**src/design/wpf_pkg.sv**
```systemverilog
// package for the wake packet filter register bank: register indices,
// field positions, reset values and the carrier structs.
// assumes one 100 MHz core clock and a 32-bit Avalon-MM register port.
package wpf_pkg;

    // register indices; the byte address is four times the index
    localparam logic [10:0] WPF_IDX_CFG      = 11'h4a0; // filter configuration
    localparam logic [10:0] WPF_IDX_STS      = 11'h4a1; // filter status
    localparam logic [10:0] WPF_IDX_MAC_54   = 11'h4a2; // match address bytes 5,4
    localparam logic [10:0] WPF_IDX_MAC_32   = 11'h4a3; // match address bytes 3,2
    localparam logic [10:0] WPF_IDX_MAC_10   = 11'h4a4; // match address bytes 1,0
    localparam logic [10:0] WPF_IDX_PW_10    = 11'h4a5; // password bytes 1,0
    localparam logic [10:0] WPF_IDX_PW_32    = 11'h4a6; // password bytes 3,2
    localparam logic [10:0] WPF_IDX_PW_54    = 11'h4a7; // password bytes 5,4
    localparam logic [10:0] WPF_IDX_IRQ_STS  = 11'h4a8; // sticky event bits
    localparam logic [10:0] WPF_IDX_IRQ_MASK = 11'h4a9; // event mask

    // configuration fields
    localparam int          WPF_CFG_CRC_GATE  = 12;
    localparam int          WPF_CFG_WOL_EN    = 7;
    localparam int          WPF_CFG_SECURE_EN = 5;
    localparam int          WPF_CFG_MAGIC_IRQ = 0;
    localparam logic [15:0] WPF_CFG_RESET     = 16'h1081;
    localparam logic [15:0] WPF_CFG_RW_MASK   = 16'h17e1; // bit 11 is not writable, reads 0

    // status fields
    localparam int          WPF_STS_SRC_SEL = 12;
    localparam int          WPF_STS_SFD     = 7;
    localparam int          WPF_STS_CRC     = 6;
    localparam int          WPF_STS_HACK    = 5;
    localparam int          WPF_STS_MAGIC   = 0;
    localparam logic [15:0] WPF_STS_RESET   = 16'h1000;
    localparam logic [15:0] WPF_DATA_RESET  = 16'h0000;

    // interrupt status / mask layout
    localparam int          WPF_IRQ_W      = 4;
    localparam int          WPF_IRQ_MAGIC  = 0;
    localparam int          WPF_IRQ_SFD    = 1;
    localparam int          WPF_IRQ_CRC    = 2;
    localparam int          WPF_IRQ_HACK   = 3;
    localparam logic [3:0]  WPF_IRQ_RESET  = 4'h0;

    // cycles after reset release before the synchronised strap is valid:
    // both sync flops must refill after reset before the load may sample them
    localparam logic [1:0]  WPF_STRAP_SETTLE = 2'h3;

    // one received frame, presented for one cycle at frame_end
    typedef struct packed {
        logic        frame_end;  // qualifies the fields below
        logic        frame_start_error_flag;  // frame started without a proper delimiter
        logic        crc_bad;    // frame check sequence failed
        logic        is_magic;   // payload carries the magic sync pattern
        logic [47:0] dest_addr;  // byte k at bits 8k+7:8k, byte 5 most significant
        logic [47:0] password;   // byte k at bits 8k+7:8k
    } wpf_frame_t;

    // filtered events, one-cycle pulses
    typedef struct packed {
        logic sfd;
        logic crc;
        logic hack;
        logic magic;
    } wpf_event_t;

endpackage : wpf_pkg

```
**src/design/wpf_sync.sv**
```systemverilog
// two-flop synchroniser for a single level from outside the clock domain.
// assumes the level is slow next to core_clk; glitches shorter than a cycle may be missed.
`timescale 1ns/1ps
module wpf_sync (
    // clock and reset
    input  wire logic core_clk,
    input  wire logic rst_n,
    // level in and out
    input  wire logic async_i,
    output logic      sync_o
);
    // first stage only feeds the second stage
    logic meta_q;
    logic sync_q;

    // both stages clear to a constant under reset
    always_ff @(posedge core_clk)
    begin
        if (!rst_n)
        begin
            meta_q <= 1'b0;
            sync_q <= 1'b0;
        end
        else
        begin
            meta_q <= async_i;
            sync_q <= meta_q;
        end
    end

    assign sync_o = sync_q;
endmodule : wpf_sync

```
**src/design/wpf_match.sv**
```systemverilog
// frame classifier: compares a received frame against the programmed
// address and password and turns it into registered event pulses.
// assumes frame fields come from receive logic on the same clock.
`timescale 1ns/1ps
module wpf_match (
    // clock and reset
    input  wire logic                core_clk,
    input  wire logic                rst_n,
    // received frame and settings
    input  wire wpf_pkg::wpf_frame_t frame_i,
    input  wire logic [47:0]         match_addr_i,
    input  wire logic [47:0]         password_i,
    input  wire logic                wol_en_i,
    input  wire logic                secure_en_i,
    input  wire logic                crc_gate_i,
    // filtered events
    output wpf_pkg::wpf_event_t      event_o
);
    import wpf_pkg::*;

    wpf_event_t ev_q;        // registered events
    wpf_event_t ev_d;        // next events
    logic       addr_ok;     // destination equals programmed bytes
    logic       pw_ok;       // password equals stored bytes, or password checking is off
    logic       gated;       // bad crc with crc gating on suppresses magic indications
    logic       magic_frame; // addressed magic packet, after crc gating, before the password check

    assign addr_ok     = (frame_i.dest_addr == match_addr_i);
    assign pw_ok       = !secure_en_i || (frame_i.password == password_i);
    assign gated       = crc_gate_i && frame_i.crc_bad;
    assign magic_frame = frame_i.frame_end && wol_en_i && frame_i.is_magic && addr_ok && !gated;

    // event decode, all qualified by the frame strobe
    assign ev_d.sfd   = frame_i.frame_end && frame_i.frame_start_error_flag;
    assign ev_d.crc   = frame_i.frame_end && frame_i.crc_bad;
    assign ev_d.hack  = magic_frame && !pw_ok;
    assign ev_d.magic = magic_frame && pw_ok;

    // register the events so the bank sees clean pulses
    always_ff @(posedge core_clk)
    begin
        if (!rst_n)
            ev_q <= '0;
        else
            ev_q <= ev_d;
    end

    assign event_o = ev_q;
endmodule : wpf_match

```
**src/design/wpf_regs.sv**
```systemverilog
// wake packet filter register bank: Avalon-MM slave, configuration, status,
// match address and password storage, interrupt status and mask.
// assumes frame events from receive logic on core_clk and one strap pin.
//
// Implementation choice: the Avalon-MM register port.
`timescale 1ns/1ps
module wpf_regs (
    // clock and reset
    input  wire logic                core_clk,
    input  wire logic                rst_n,
    // avalon-mm slave, byte addressed
    input  wire logic [12:0]         avs_address,
    input  wire logic                avs_read,
    input  wire logic                avs_write,
    input  wire logic [31:0]         avs_writedata,
    input  wire logic [3:0]          avs_byteenable,
    output logic [31:0]              avs_readdata,
    output logic                     avs_waitrequest,
    // strap pin and receive side
    input  wire logic                magic_irq_strap,
    input  wire wpf_pkg::wpf_frame_t frame_i,
    input  wire logic                polarity_irq_i,
    // interrupt outputs
    output logic                     shared_irq_bit,
    output logic                     irq
);
    import wpf_pkg::*;

    logic [15:0]         cfg_q;       // wake_filter_config
    logic [15:0]         sts_q;       // wake_filter_status
    logic [15:0]         mac_54_q;    // match_addr_bytes_5_4
    logic [15:0]         mac_32_q;    // match_addr_bytes_3_2
    logic [15:0]         mac_10_q;    // match_addr_bytes_1_0
    logic [15:0]         pw_10_q;     // password_bytes_1_0
    logic [15:0]         pw_32_q;     // password_bytes_3_2
    logic [15:0]         pw_54_q;     // password_bytes_5_4
    logic [WPF_IRQ_W-1:0] irq_sts_q;  // sticky interrupt status
    logic [WPF_IRQ_W-1:0] irq_mask_q; // interrupt mask
    logic                ack_q;       // answer phase of a bus access
    logic [31:0]         rdata_q;     // registered read data
    logic [1:0]          strap_cnt_q; // settle counter for the strap
    logic                shared_q;    // registered shared interrupt bit
    logic                strap_sync;  // strap after two flops
    wpf_event_t          ev;          // filtered frame events

    // decode, one word per register
    logic [10:0] idx;
    logic        wr_fire;
    logic        rd_fire;
    logic [15:0] wmask;
    logic [15:0] rd_mux;
    logic [47:0] match_addr;
    logic [47:0] password;
    logic        wol_rise;
    logic        magic_irq;

    // build a 16-bit write mask from the two low byte enables
    function automatic logic [15:0] wpf_lane_mask(input logic [3:0] be);
        wpf_lane_mask = {{8{be[1]}}, {8{be[0]}}};
    endfunction : wpf_lane_mask

    // merge write data into a register under lane and field masks
    function automatic logic [15:0] wpf_merge(input logic [15:0] old, input logic [15:0] wd,
                                              input logic [15:0] m);
        wpf_merge = (old & ~m) | (wd & m);
    endfunction : wpf_merge

    assign idx     = avs_address[12:2];
    assign wr_fire = avs_write && ack_q;
    assign rd_fire = avs_read && ack_q;
    assign wmask   = wpf_lane_mask(avs_byteenable);

    // the master holds its request until waitrequest drops: one wait state
    assign avs_waitrequest = (avs_read || avs_write) && !ack_q;
    assign avs_readdata    = rdata_q;

    // byte 5 most significant, byte k at bits 8k+7:8k
    assign match_addr = {mac_54_q[7:0], mac_54_q[15:8], mac_32_q[7:0], mac_32_q[15:8],
                         mac_10_q[7:0], mac_10_q[15:8]};
    // password bytes 0-3, higher byte in bits 15-8
    // bytes 5,4 from the third password register
    assign password   = {pw_54_q, pw_32_q, pw_10_q};

    // a write that turns wake-on-lan on
    assign wol_rise = wr_fire && (idx == WPF_IDX_CFG) && wmask[WPF_CFG_WOL_EN]
                      && avs_writedata[WPF_CFG_WOL_EN] && !cfg_q[WPF_CFG_WOL_EN];
    // magic packet interrupt qualified by its enable
    assign magic_irq = ev.magic && cfg_q[WPF_CFG_MAGIC_IRQ];

    // read selection; unmapped offsets read zero
    always_comb
    begin
        case (idx)
            WPF_IDX_CFG:      rd_mux = cfg_q;
            WPF_IDX_STS:      rd_mux = sts_q;
            WPF_IDX_MAC_54:   rd_mux = mac_54_q;
            WPF_IDX_MAC_32:   rd_mux = mac_32_q;
            WPF_IDX_MAC_10:   rd_mux = mac_10_q;
            WPF_IDX_PW_10:    rd_mux = pw_10_q;
            WPF_IDX_PW_32:    rd_mux = pw_32_q;
            WPF_IDX_PW_54:    rd_mux = pw_54_q;
            WPF_IDX_IRQ_STS:  rd_mux = {12'h000, irq_sts_q};
            WPF_IDX_IRQ_MASK: rd_mux = {12'h000, irq_mask_q};
            default:          rd_mux = 16'h0000;
        endcase
    end

    // strap passes two flops before it is trusted
    wpf_sync u_strap_sync (
        .core_clk (core_clk),
        .rst_n    (rst_n),
        .async_i  (magic_irq_strap),
        .sync_o   (strap_sync)
    );

    // frame classification against the programmed values
    wpf_match u_match (
        .core_clk     (core_clk),
        .rst_n        (rst_n),
        .frame_i      (frame_i),
        .match_addr_i (match_addr),
        .password_i   (password),
        .wol_en_i     (cfg_q[WPF_CFG_WOL_EN]),
        .secure_en_i  (cfg_q[WPF_CFG_SECURE_EN]),
        .crc_gate_i   (cfg_q[WPF_CFG_CRC_GATE]),
        .event_o      (ev)
    );

    // bus answer phase and read data capture
    always_ff @(posedge core_clk)
    begin
        if (!rst_n)
        begin
            ack_q   <= 1'b0;
            rdata_q <= 32'h0000_0000;
        end
        else
        begin
            ack_q   <= (avs_read || avs_write) && !ack_q;
            rdata_q <= (avs_read && !ack_q) ? {16'h0000, rd_mux} : rdata_q;
        end
    end

    // settle counter; the strap is sampled once, after release
    always_ff @(posedge core_clk)
    begin
        if (!rst_n)
            strap_cnt_q <= 2'h0;
        else if (strap_cnt_q != WPF_STRAP_SETTLE)
            strap_cnt_q <= strap_cnt_q + 2'h1;
    end

    // configuration: software fields, strap load of the magic enable
    always_ff @(posedge core_clk)
    begin
        if (!rst_n)
            cfg_q <= WPF_CFG_RESET;
        else if (wr_fire && idx == WPF_IDX_CFG)
            cfg_q <= wpf_merge(cfg_q, avs_writedata[15:0], wmask & WPF_CFG_RW_MASK);
        else if (strap_cnt_q == WPF_STRAP_SETTLE - 2'h1)
            // strap value replaces the reset default once it has settled
            cfg_q[WPF_CFG_MAGIC_IRQ] <= strap_sync;
    end

    // status: select bit is software writable, flags are hardware set, read clear
    always_ff @(posedge core_clk)
    begin
        if (!rst_n)
            sts_q <= WPF_STS_RESET;
        else
        begin
            if (wr_fire && idx == WPF_IDX_STS && wmask[WPF_STS_SRC_SEL])
                sts_q[WPF_STS_SRC_SEL] <= avs_writedata[WPF_STS_SRC_SEL];
            // turning wake-on-lan on forces the wake source
            if (wol_rise)
                sts_q[WPF_STS_SRC_SEL] <= 1'b1;
            // a read clears the flags; a same-cycle event still lands
            // frame start error flag
            sts_q[WPF_STS_SFD]   <= ev.sfd || (sts_q[WPF_STS_SFD] && !(rd_fire && idx == WPF_IDX_STS));
            sts_q[WPF_STS_CRC]   <= ev.crc || (sts_q[WPF_STS_CRC] && !(rd_fire && idx == WPF_IDX_STS));
            sts_q[WPF_STS_HACK]  <= ev.hack || (sts_q[WPF_STS_HACK] && !(rd_fire && idx == WPF_IDX_STS));
            sts_q[WPF_STS_MAGIC] <= ev.magic || (sts_q[WPF_STS_MAGIC] && !(rd_fire && idx == WPF_IDX_STS));
        end
    end

    always_ff @(posedge core_clk)
    begin
        if (!rst_n)
        begin
            mac_54_q <= WPF_DATA_RESET;
            mac_32_q <= WPF_DATA_RESET;
            mac_10_q <= WPF_DATA_RESET;
        end
        else if (wr_fire)
        begin
            if (idx == WPF_IDX_MAC_54)
                mac_54_q <= wpf_merge(mac_54_q, avs_writedata[15:0], wmask);
            if (idx == WPF_IDX_MAC_32)
                mac_32_q <= wpf_merge(mac_32_q, avs_writedata[15:0], wmask);
            if (idx == WPF_IDX_MAC_10)
                mac_10_q <= wpf_merge(mac_10_q, avs_writedata[15:0], wmask);
        end
    end

    always_ff @(posedge core_clk)
    begin
        if (!rst_n)
        begin
            pw_10_q <= WPF_DATA_RESET;
            pw_32_q <= WPF_DATA_RESET;
            pw_54_q <= WPF_DATA_RESET;
        end
        else if (wr_fire)
        begin
            if (idx == WPF_IDX_PW_10)
                pw_10_q <= wpf_merge(pw_10_q, avs_writedata[15:0], wmask);
            if (idx == WPF_IDX_PW_32)
                pw_32_q <= wpf_merge(pw_32_q, avs_writedata[15:0], wmask);
            if (idx == WPF_IDX_PW_54)
                pw_54_q <= wpf_merge(pw_54_q, avs_writedata[15:0], wmask);
        end
    end

    // interrupt mask, software owned
    always_ff @(posedge core_clk)
    begin
        if (!rst_n)
            irq_mask_q <= WPF_IRQ_RESET;
        else if (wr_fire && idx == WPF_IDX_IRQ_MASK && avs_byteenable[0])
            irq_mask_q <= avs_writedata[WPF_IRQ_W-1:0];
    end

    // sticky interrupt status; set wins over the read clear
    always_ff @(posedge core_clk)
    begin
        if (!rst_n)
            irq_sts_q <= WPF_IRQ_RESET;
        else
        begin
            irq_sts_q <= (irq_sts_q & {WPF_IRQ_W{!(rd_fire && idx == WPF_IDX_IRQ_STS)}})
                       | {ev.hack, ev.crc, ev.sfd, magic_irq};
        end
    end

    // shared interrupt bit, registered so it is glitch free
    always_ff @(posedge core_clk)
    begin
        if (!rst_n)
            shared_q <= 1'b0;
        else
            // select wake event or polarity interrupt
            shared_q <= sts_q[WPF_STS_SRC_SEL] ? magic_irq : polarity_irq_i;
    end

    assign shared_irq_bit = shared_q;
    // level interrupt: any unmasked sticky bit
    assign irq            = |(irq_sts_q & irq_mask_q);
endmodule : wpf_regs

```
**config.mk**
```make
export PLATFORM = sky130hd
export DESIGN_NAME = wpf_regs
export DESIGN_NICKNAME = d
export VERILOG_FILES = /design/src/design/wpf_pkg.sv /design/src/design/wpf_sync.sv /design/src/design/wpf_match.sv /design/src/design/wpf_regs.sv
export SDC_FILE = /design/constraint.sdc
export NUM_CORES = 1
export LEC_CHECK = 0
export BUFFER_PORTS_ARGS = -buffer_cell sky130_fd_sc_hd__buf_2
export CAP_MARGIN = 25
export CORE_MARGIN = 4
export CORE_UTILIZATION = 49
export CTS_CLUSTER_DIAMETER = 60
export DETAILED_ROUTE_END_ITERATION = 8
export PLACE_DENSITY = 0.81
export SETUP_SLACK_MARGIN = 0.4
export SYNTH_ARGS = -nofsm -noshare
export SYNTH_HDL_FRONTEND = slang
export SYNTH_SLANG_ARGS = --single-unit
```
**constraint.sdc**
```tcl
create_clock -name core_clk -period 1.39 [get_ports core_clk]
set_input_delay 0.0695 -clock core_clk [delete_from_list [all_inputs] [get_ports core_clk]]
set_output_delay 0.0695 -clock core_clk [all_outputs]
set_load 0.05 [all_outputs]
```
; Word-level counts from Yosys, hierarchy flattened
; Index checks and enable logic that the tools add are counted.
[op_classes]
add_sub_neg = 1
eq_ne = 14
mux = 4
bitwise_logic = 22
reduce_logical = 50
[op_table]
columns = cell, count
row1 = $pmux 16 s10, 1
row2 = $and 16x16->16, 8
row3 = $or 16x16->16, 7
row4 = $eq 11x11->1 const B, 10
row5 = $eq 48x48->1, 2
row6 = $logic_and 1x1->1, 28
row7 = $and 16x13->16, 1
row8 = $not 13->16, 1
row9 = $not 16->16, 1
row10 = $reduce_and 2->1, 6
row11 = $and 4x4->4, 2
row12 = $logic_not 1->1, 7
row13 = $logic_or 1x1->1, 6
row14 = $or 4x4->4, 1
row15 = $reduce_or 4->1, 1
row16 = $mux 1, 3
row17 = $add 2x1->2 const B, 1
row18 = $eq 2x2->1 const B, 1
row19 = $ne 2x2->1 const B, 1
row20 = $reduce_bool 2->1, 1
row21 = $reduce_or 2->1, 1
row22 = $not 1->1, 1
[totals]
reg_bits = 151
out_inout_bits = 35
word_cells = 113

; Depth between registers and ports, before layout
; Gate-level depths: netlist of the first run.
[logic_depth]
ltp_word = 6
ltp_mapped = 9

; By module
; A second synthesis of the first run with hierarchy kept.
[unflattened]
cells_unflattened = 843
area_unflattened_um2 = 7719.9
[by_module_without_submodules]
columns = module, n_inst, cells_each, area_each_um2, seq_area_each_um2
row1 = wpf_regs, 1, 691, 6465.0, 2742.6
row2 = wpf_match, 1, 148, 1202.4, 80.1
row3 = wpf_sync, 1, 4, 52.6, 40.0

; Worst setup path after synthesis of the first run
; No wires, ideal clock.
[synth_path]
path_type = reg-to-reg
from = register ack_q
to = register (tool-made name)
setup_time_ns = 0.116
t_arrival_ns = 1.395
required_time_ns = 1.274
path_slack_ns = -0.121
stages_incl_launch_ff = 6
n_path_buf = 1
period_less_slack_ns = 1.511
path_cell_list = dfxtp_1 buf_2 nand3_1 nor3_4 mux2i_1 nor2b_1
[synth_lines]
columns = element, line_no
row1 = from (decl), wpf_regs.sv:39  ; logic ack_q;
row2 = from (signal assigned), wpf_regs.sv:139  ; ack_q <= (avs_read || avs_write) && !ack_q;

==> flow_summary.yaml, run 1 <==
global_route:
  grt_usage: 0.348
  grt_max_degree: 67
  grt-ovfl-total: 0
  grt_pass1_vias: 8117
  grt_pass1_wl_mm: 46.9
  antenna_found_initial: 1
timing:
  finalSetupViolCount: 101
  worst_slew_pin_slew_ns: 0.608
  fmax_ghz: 0.597
  setup_ws_ns: -0.284
  fin_setup_tns_ns: -8.79
  skew_ns: 0.0121
  rsz0062_at_grt: "true"
  hold_violations: 0
  drv_slew: 0
  fin_crit_sh: 1.20
  min_period_ns: 1.67
  slew_headroom: 0.595
floorplanning:
  die_area_um2: 17600
  start_util: 0.501
  die_h_um: 133
  rows: 45
  core-area_um2: 15200
  boundaryPins: 190
  die_width_um: 133
routing:
  dr_total_vias: 8606
  drtPass1Iterations: 6
  via_per_inst: 6.37
  drt_iter0_markers: 1243
  routed_wl_mm: 34.7
  drc: 0
  postRouteAntennaNets: 0
  wl_per_cell_um: 25.7
status:
  violations: "negative setup slack"
  outcome: "finished, violations left"
synthesis:
  synth.distinct_cells: 52
  async_flop_share: 0
  ys.flop_type: "dfxtp_1"
  synth_mux_area_frac: 0.120
  ys_seq_area_frac: 0.376
  synthesis.area_um2: 7610
  synth-edff-count: 0
  synth-seq-cells: 143
  synth_warnings: 0
  synth_cells: 822
  synthAdderAreaFrac: 0.00329
  yosys.area_share.simple: 0.192
  synth_compound_area_frac: 0.151
  syn_area_per_cell_um2: 9.26
  synth-xor-area-share: 0.112
  synth_top_family_by_area: "simple AND/OR/NAND/NOR gates"
setup_path:
  worstPathMaxFanout: 2
  cp-start-kind: "flip-flop"
  crit_type: "reg -> reg"
  worstPathRequired_ns: 1.72
  crit_path_end_kind: "flip-flop"
  cp.arrival_ns: 2.01
power_and_ir_drop:
  clock_power_share: 0.474
  p_sw_frac: 0.262
  p_per_area_nw_per_um2: 875
  p_int_mw: 7.66
  peakVddDrop_v: 0.000881
  power_frac_seq: 0.398
  combPwrFrac: 0.128
  leakage_nw: 4.99
  switchingPower_mw: 2.73
place:
  place_congestion: 1.04
  portBuffers: 153
  dp_slack_ns: -0.305
  postPlaceCellArea_um2: 9670
  dp_hpwl_mm: 21.8
clock_network:
  cts_tree: "done"
  root_buffer: "clkbuf_16"
  clk_pin_slew_worst_paths_ns: 0.06
  htreeDepth: 4
  cts_buffers: 17
  clock_path_buffers: 2
  clk_latency_ns: 0.44
  cts.sinks: 143
final_layout:
  final_layout_size_suffix_gt1_frac: 0.498
  nNetsFinal: 1307
  syn_to_final_growth_pct: 56.0
  n_fill_cell: 865
  final_area_um2: 11900
  post-route-util: 0.781
min_path:
  min_path_type: "in -> reg"
job:
  maxCapViolations: 0
-- worst paths after layout --
path,startpoint,endpoint,slack [ns],cells past startpoint
hold / removal,avs_writedata[3],flip-flop,0.03,3
setup / recovery,flip-flop,u_match.event_o[1],-0.28,5
setup reg to reg,flip-flop,u_match.event_o[1],-0.28,5
hold reg to reg,u_strap_sync.meta_q,u_strap_sync.sync_o,0.44,1
-- stage by stage --
step / total power, mW / cells / hold WS (ns)
after global placement: 5.28 / 1257 / 0.280
after floorplan: 4.82 / 837 / 0.197
after CTS: 10.2 / 1323 / 0.00650
after global routing: 10.6 / 1352 / 0.0311
final: 10.4 / 1352 / 0.0342
after detailed placement: 5.29 / 1257 / 0.285
-- critical path: stages (launching register included) --
cell and delay, ns:
dfxtp_2 0.33, xor2_1 0.17, nor4_1 0.44, nand4_1 0.16
o31a_1 0.34, nor2b_1 0.13
-- synthesized netlist by cell type (2+ instances only) --
cell type  count  share of area
a21boi_0      33          0.033
a21boi_1      19          0.019
a21oi_1        8         0.0053
a221o_1        2         0.0026
a221oi_1       5         0.0058
a22o_1         7         0.0081
a22oi_1       23          0.023
a31oi_1        4         0.0033
a32o_1         4         0.0053
and2_1        11         0.0090
and3_1         7         0.0058
buf_2         11         0.0072
buf_4         19          0.019
buf_6          2         0.0030
clkbuf_1      30          0.015
dfxtp_1      143           0.38
ha_1           2         0.0033
inv_1          2        0.00099
mux2_2         8          0.012
mux2i_1       64          0.084
mux4_2         8          0.024
nand2_1       88          0.043
nand2_2        2         0.0016
nand3_1       14         0.0092
nand3_2        4         0.0053
nand3b_1       2         0.0020
nand4_1       21          0.017
nand4_2        2         0.0033
nor2_1        10         0.0049
nor2_2         7         0.0058
nor2b_1       69          0.057
nor3_1         3         0.0020
nor3_4         2         0.0043
nor4_1        15          0.012
o21ai_0       56          0.037
o22ai_1        4         0.0033
xnor2_1       45          0.052
xor2_1        52          0.060
-- power by group through the flow --
stage | Sequential, mW | Clock (mW) | Combinational, mW
CTS | 4.15 | 4.84 | 1.17
detailed placement | 4.25 | 0 | 1.04
global placement | 4.25 | 0 | 1.03
finish | 4.14 | 4.93 | 1.33
floorplan | 4.24 | 0 | 0.579
global route | 4.14 | 5.04 | 1.37
-- placed cells by master, fill, tap and decap left out, types with 16 or more instances in the layout --
cell and count:
mux2i_1 57, conb_1 16, buf_4 119, dfxtp_2 50, a21boi_1 45, clkbuf_16 17
xor2_1 51, nand2_1 72, nor2b_1 63, dlygate4sd3_1 18, buf_8 18, a22oi_2 16
buf_6 58, nand4_1 21, xnor2_1 40, buf_2 134, dfxtp_1 83, o21ai_1 29
-- repair_timing --
item | 4_1_cts | 5_1_grt
hold endpoints to repair | 44 | 0
cloned | 1 | 0
pin swaps | 96 | 49
endpoints found under the setup margin | 155 | 156
hold buffers | 18 | 0
buffers inserted | 15 | 28
resized for setup | 252 | 100
-- layout make-up --
class                      instances  area [um2]  share of cell area
tap                              188         235              0.0198
sequential                       143        2960               0.250
clock buffer                      20         467              0.0393
antenna                            1        2.50            0.000211
multi-input combinational        629        5170               0.435
clock inverter                    12         159              0.0134
timing repair buffer             357        2880               0.242
inverter                           2        7.51            0.000632
-- cell families after synthesis --
group | count (synthesis)
buffers and inverters | 65
XOR/XNOR | 97
flip-flops | 143
multiplexers | 80
AND/OR/NAND/NOR | 263
other | 1
AO/OA/AOI/OAI | 171
adder cells (fa/ha/maj) | 2
-- per-layer routing --
metal  GRT usage  routed length (um)
met5           0                   0
met4       0.190                3050
met3      0.0867                3940
met2       0.565               15600
met1       0.423               12200
Power figures use the tool's default switching activity.
==> inputs of run 2 (changes only) <==
Settings changed: HOLD_SLACK_MARGIN set to 0.05.
==> run 2 against run 1 <==
  * Clock skew is 0.0013 ns lower
  * Final area up 0.21%
  * Worst setup slack improved by 0.037 ns
  * Combinational power barely moved
  * Sequential power hardly changed
  * First-iteration DRC count up 5.0%
  * Largest cell class unchanged
  * The run still ends with negative setup slack left
  * Clock-buffer cell count stayed put
  * Maximum frequency up 2.3%
  * Cell count rose by 0.22%
==> flow_summary.yaml, run 2 (synthesized netlist as in run 1, its figures left out) <==
final_layout:
  layout_commonest_cell: "buf_2"
  finalNonFillerCells: 1355
  syn_to_final_growth_pct: 56.3
  final_cell_mix: "134 x buf_2, 119 x buf_4, 83 x dfxtp_1"
  nNetsFinal: 1310
  post-route-util: 0.783
  n_fill_cell: 866
  final_layout_size_suffix_gt1_frac: 0.496
  final_area_um2: 11900
timing:
  slew_headroom: 0.591
  rsz0062_at_grt: "true"
  worst_slew_pin_slew_ns: 0.614
  finalSetupViolCount: 107
  drv_slew: 0
  fmax_ghz: 0.611
  fin_crit_sh: 1.18
  min_period_ns: 1.64
  skew_ns: 0.0108
  hold_violations: 0
  setup_ws_ns: -0.247
clock_network:
  clk_latency_ns: 0.44
  cts_tree: "done"
  cts_buffers: 17
  cts.sinks: 143
  clk_pin_slew_worst_paths_ns: 0.06
  root_buffer: "clkbuf_16"
  htreeDepth: 4
  clock_path_buffers: 2
floorplanning:
  rows: 45
  die_h_um: 133
  start_util: 0.501
  die_width_um: 133
  die_area_um2: 17600
  core-area_um2: 15200
  boundaryPins: 190
routing:
  routed_wl_mm: 34.5
  drtPass1Iterations: 8
  drc: 0
  postRouteAntennaNets: 0
  drt_iter0_markers: 1305
  dr_total_vias: 8563
  wl_per_cell_um: 25.4
  via_per_inst: 6.32
global_route:
  grt_max_degree: 67
  grt_pass1_wl_mm: 47.1
  grt_pass1_vias: 8134
  grt-ovfl-total: 0
  antenna_found_initial: 1
  grt_usage: 0.348
place:
  portBuffers: 153
  place_congestion: 1.04
  dp_hpwl_mm: 21.8
  postPlaceCellArea_um2: 9670
  placed_cells: 1257
  dp_slack_ns: -0.305
power_and_ir_drop:
  power.total_mw: 10.4
  peakVddDrop_v: 0.000868
  p_per_area_nw_per_um2: 871
  leakage_nw: 5.01
job:
  maxCapViolations: 0
setup_path:
  crit_type: "reg -> reg"
  crit_path_end_kind: "flip-flop"
  worstPathMaxFanout: 2
  cp.arrival_ns: 1.96
  worstPathRequired_ns: 1.71
  cp-start-kind: "flip-flop"
min_path:
  min_from: "avs_address[5]"
  min_path_type: "in -> reg"
status:
  outcome: "finished, violations left"
  violations: "negative setup slack"
[run 2: cell types whose count changed in the layout (fill, tap and decap cells not counted)]
| cell | change |
|---|---|
| nor3_2 | -1 |
| nor3_1 | +1 |
| dlygate4sd3_1 | +3 |
[run 2: worst max-delay path, cell delays in order, from the launching register on]
cell and delay [ns]:
dfxtp_2 0.34, xor2_1 0.15, nor4_1 0.42, nand4_1 0.16
o31a_1 0.33, nor2b_1 0.13
[run 2: final cells by class]
class,instances,area (um2),area share
Timing Repair Buffer,360,2910,0.244
Clock buffer,20,467,0.0392
Sequential cell,143,2960,0.249
Clock inverter,12,159,0.0134
Inverter,2,7.51,0.000631
Antenna cell,1,2.50,0.000210
Tap cell,188,235,0.0198
Multi-Input combinational cell,629,5160,0.434
[run 2: what timing repair did]
| action | in CTS | in global routing |
|---|---|---|
| buffers inserted | 15 | 28 |
| pin swaps | 96 | 49 |
| endpoints found under the setup margin | 155 | 156 |
| hold buffers | 21 | 0 |
| resized for setup | 252 | 99 |
| cloned | 1 | 0 |
| hold endpoints to repair | 79 | 0 |
[run 2: power breakdown]
group | internal (mW) | leakage (nW) | switching, mW | total, mW
combinational | 0.583 | 3.52 | 0.749 | 1.33
clock | 2.98 | 0.303 | 1.92 | 4.89
sequential | 4.11 | 1.19 | 0.0285 | 4.14
total | 7.67 | 5.01 | 2.70 | 10.4
[run 2: per-stage QoR]
stage                     hold WS, ns  TNS [ns]
after floorplan                 0.197         0
after global placement          0.280    -19.34
after detailed placement        0.285    -21.55
after CTS                       0.108    -0.910
after global routing            0.137    -15.74
final                           0.129     -9.91
[run 2: path summary, 6_finish.rpt]
check | to | slack [ns] | cells after the start
hold / removal | avs_readdata[3] | 0.13 | 4
setup / recovery | u_match.event_o[1] | -0.25 | 5
setup reg to reg | u_match.event_o[1] | -0.25 | 5
hold reg to reg | u_strap_sync.sync_o | 0.43 | 1
[run 2: layer usage]
metal	vias to the layer above	wire length, um	global-route usage	part of all wire
li1	3546	-	-	-
met3	236	3890	0.0863	0.11
met1	4008	12100	0.424	0.35
met5	-	0	0	0
met2	773	15600	0.566	0.45
met4	0	2950	0.190	0.086
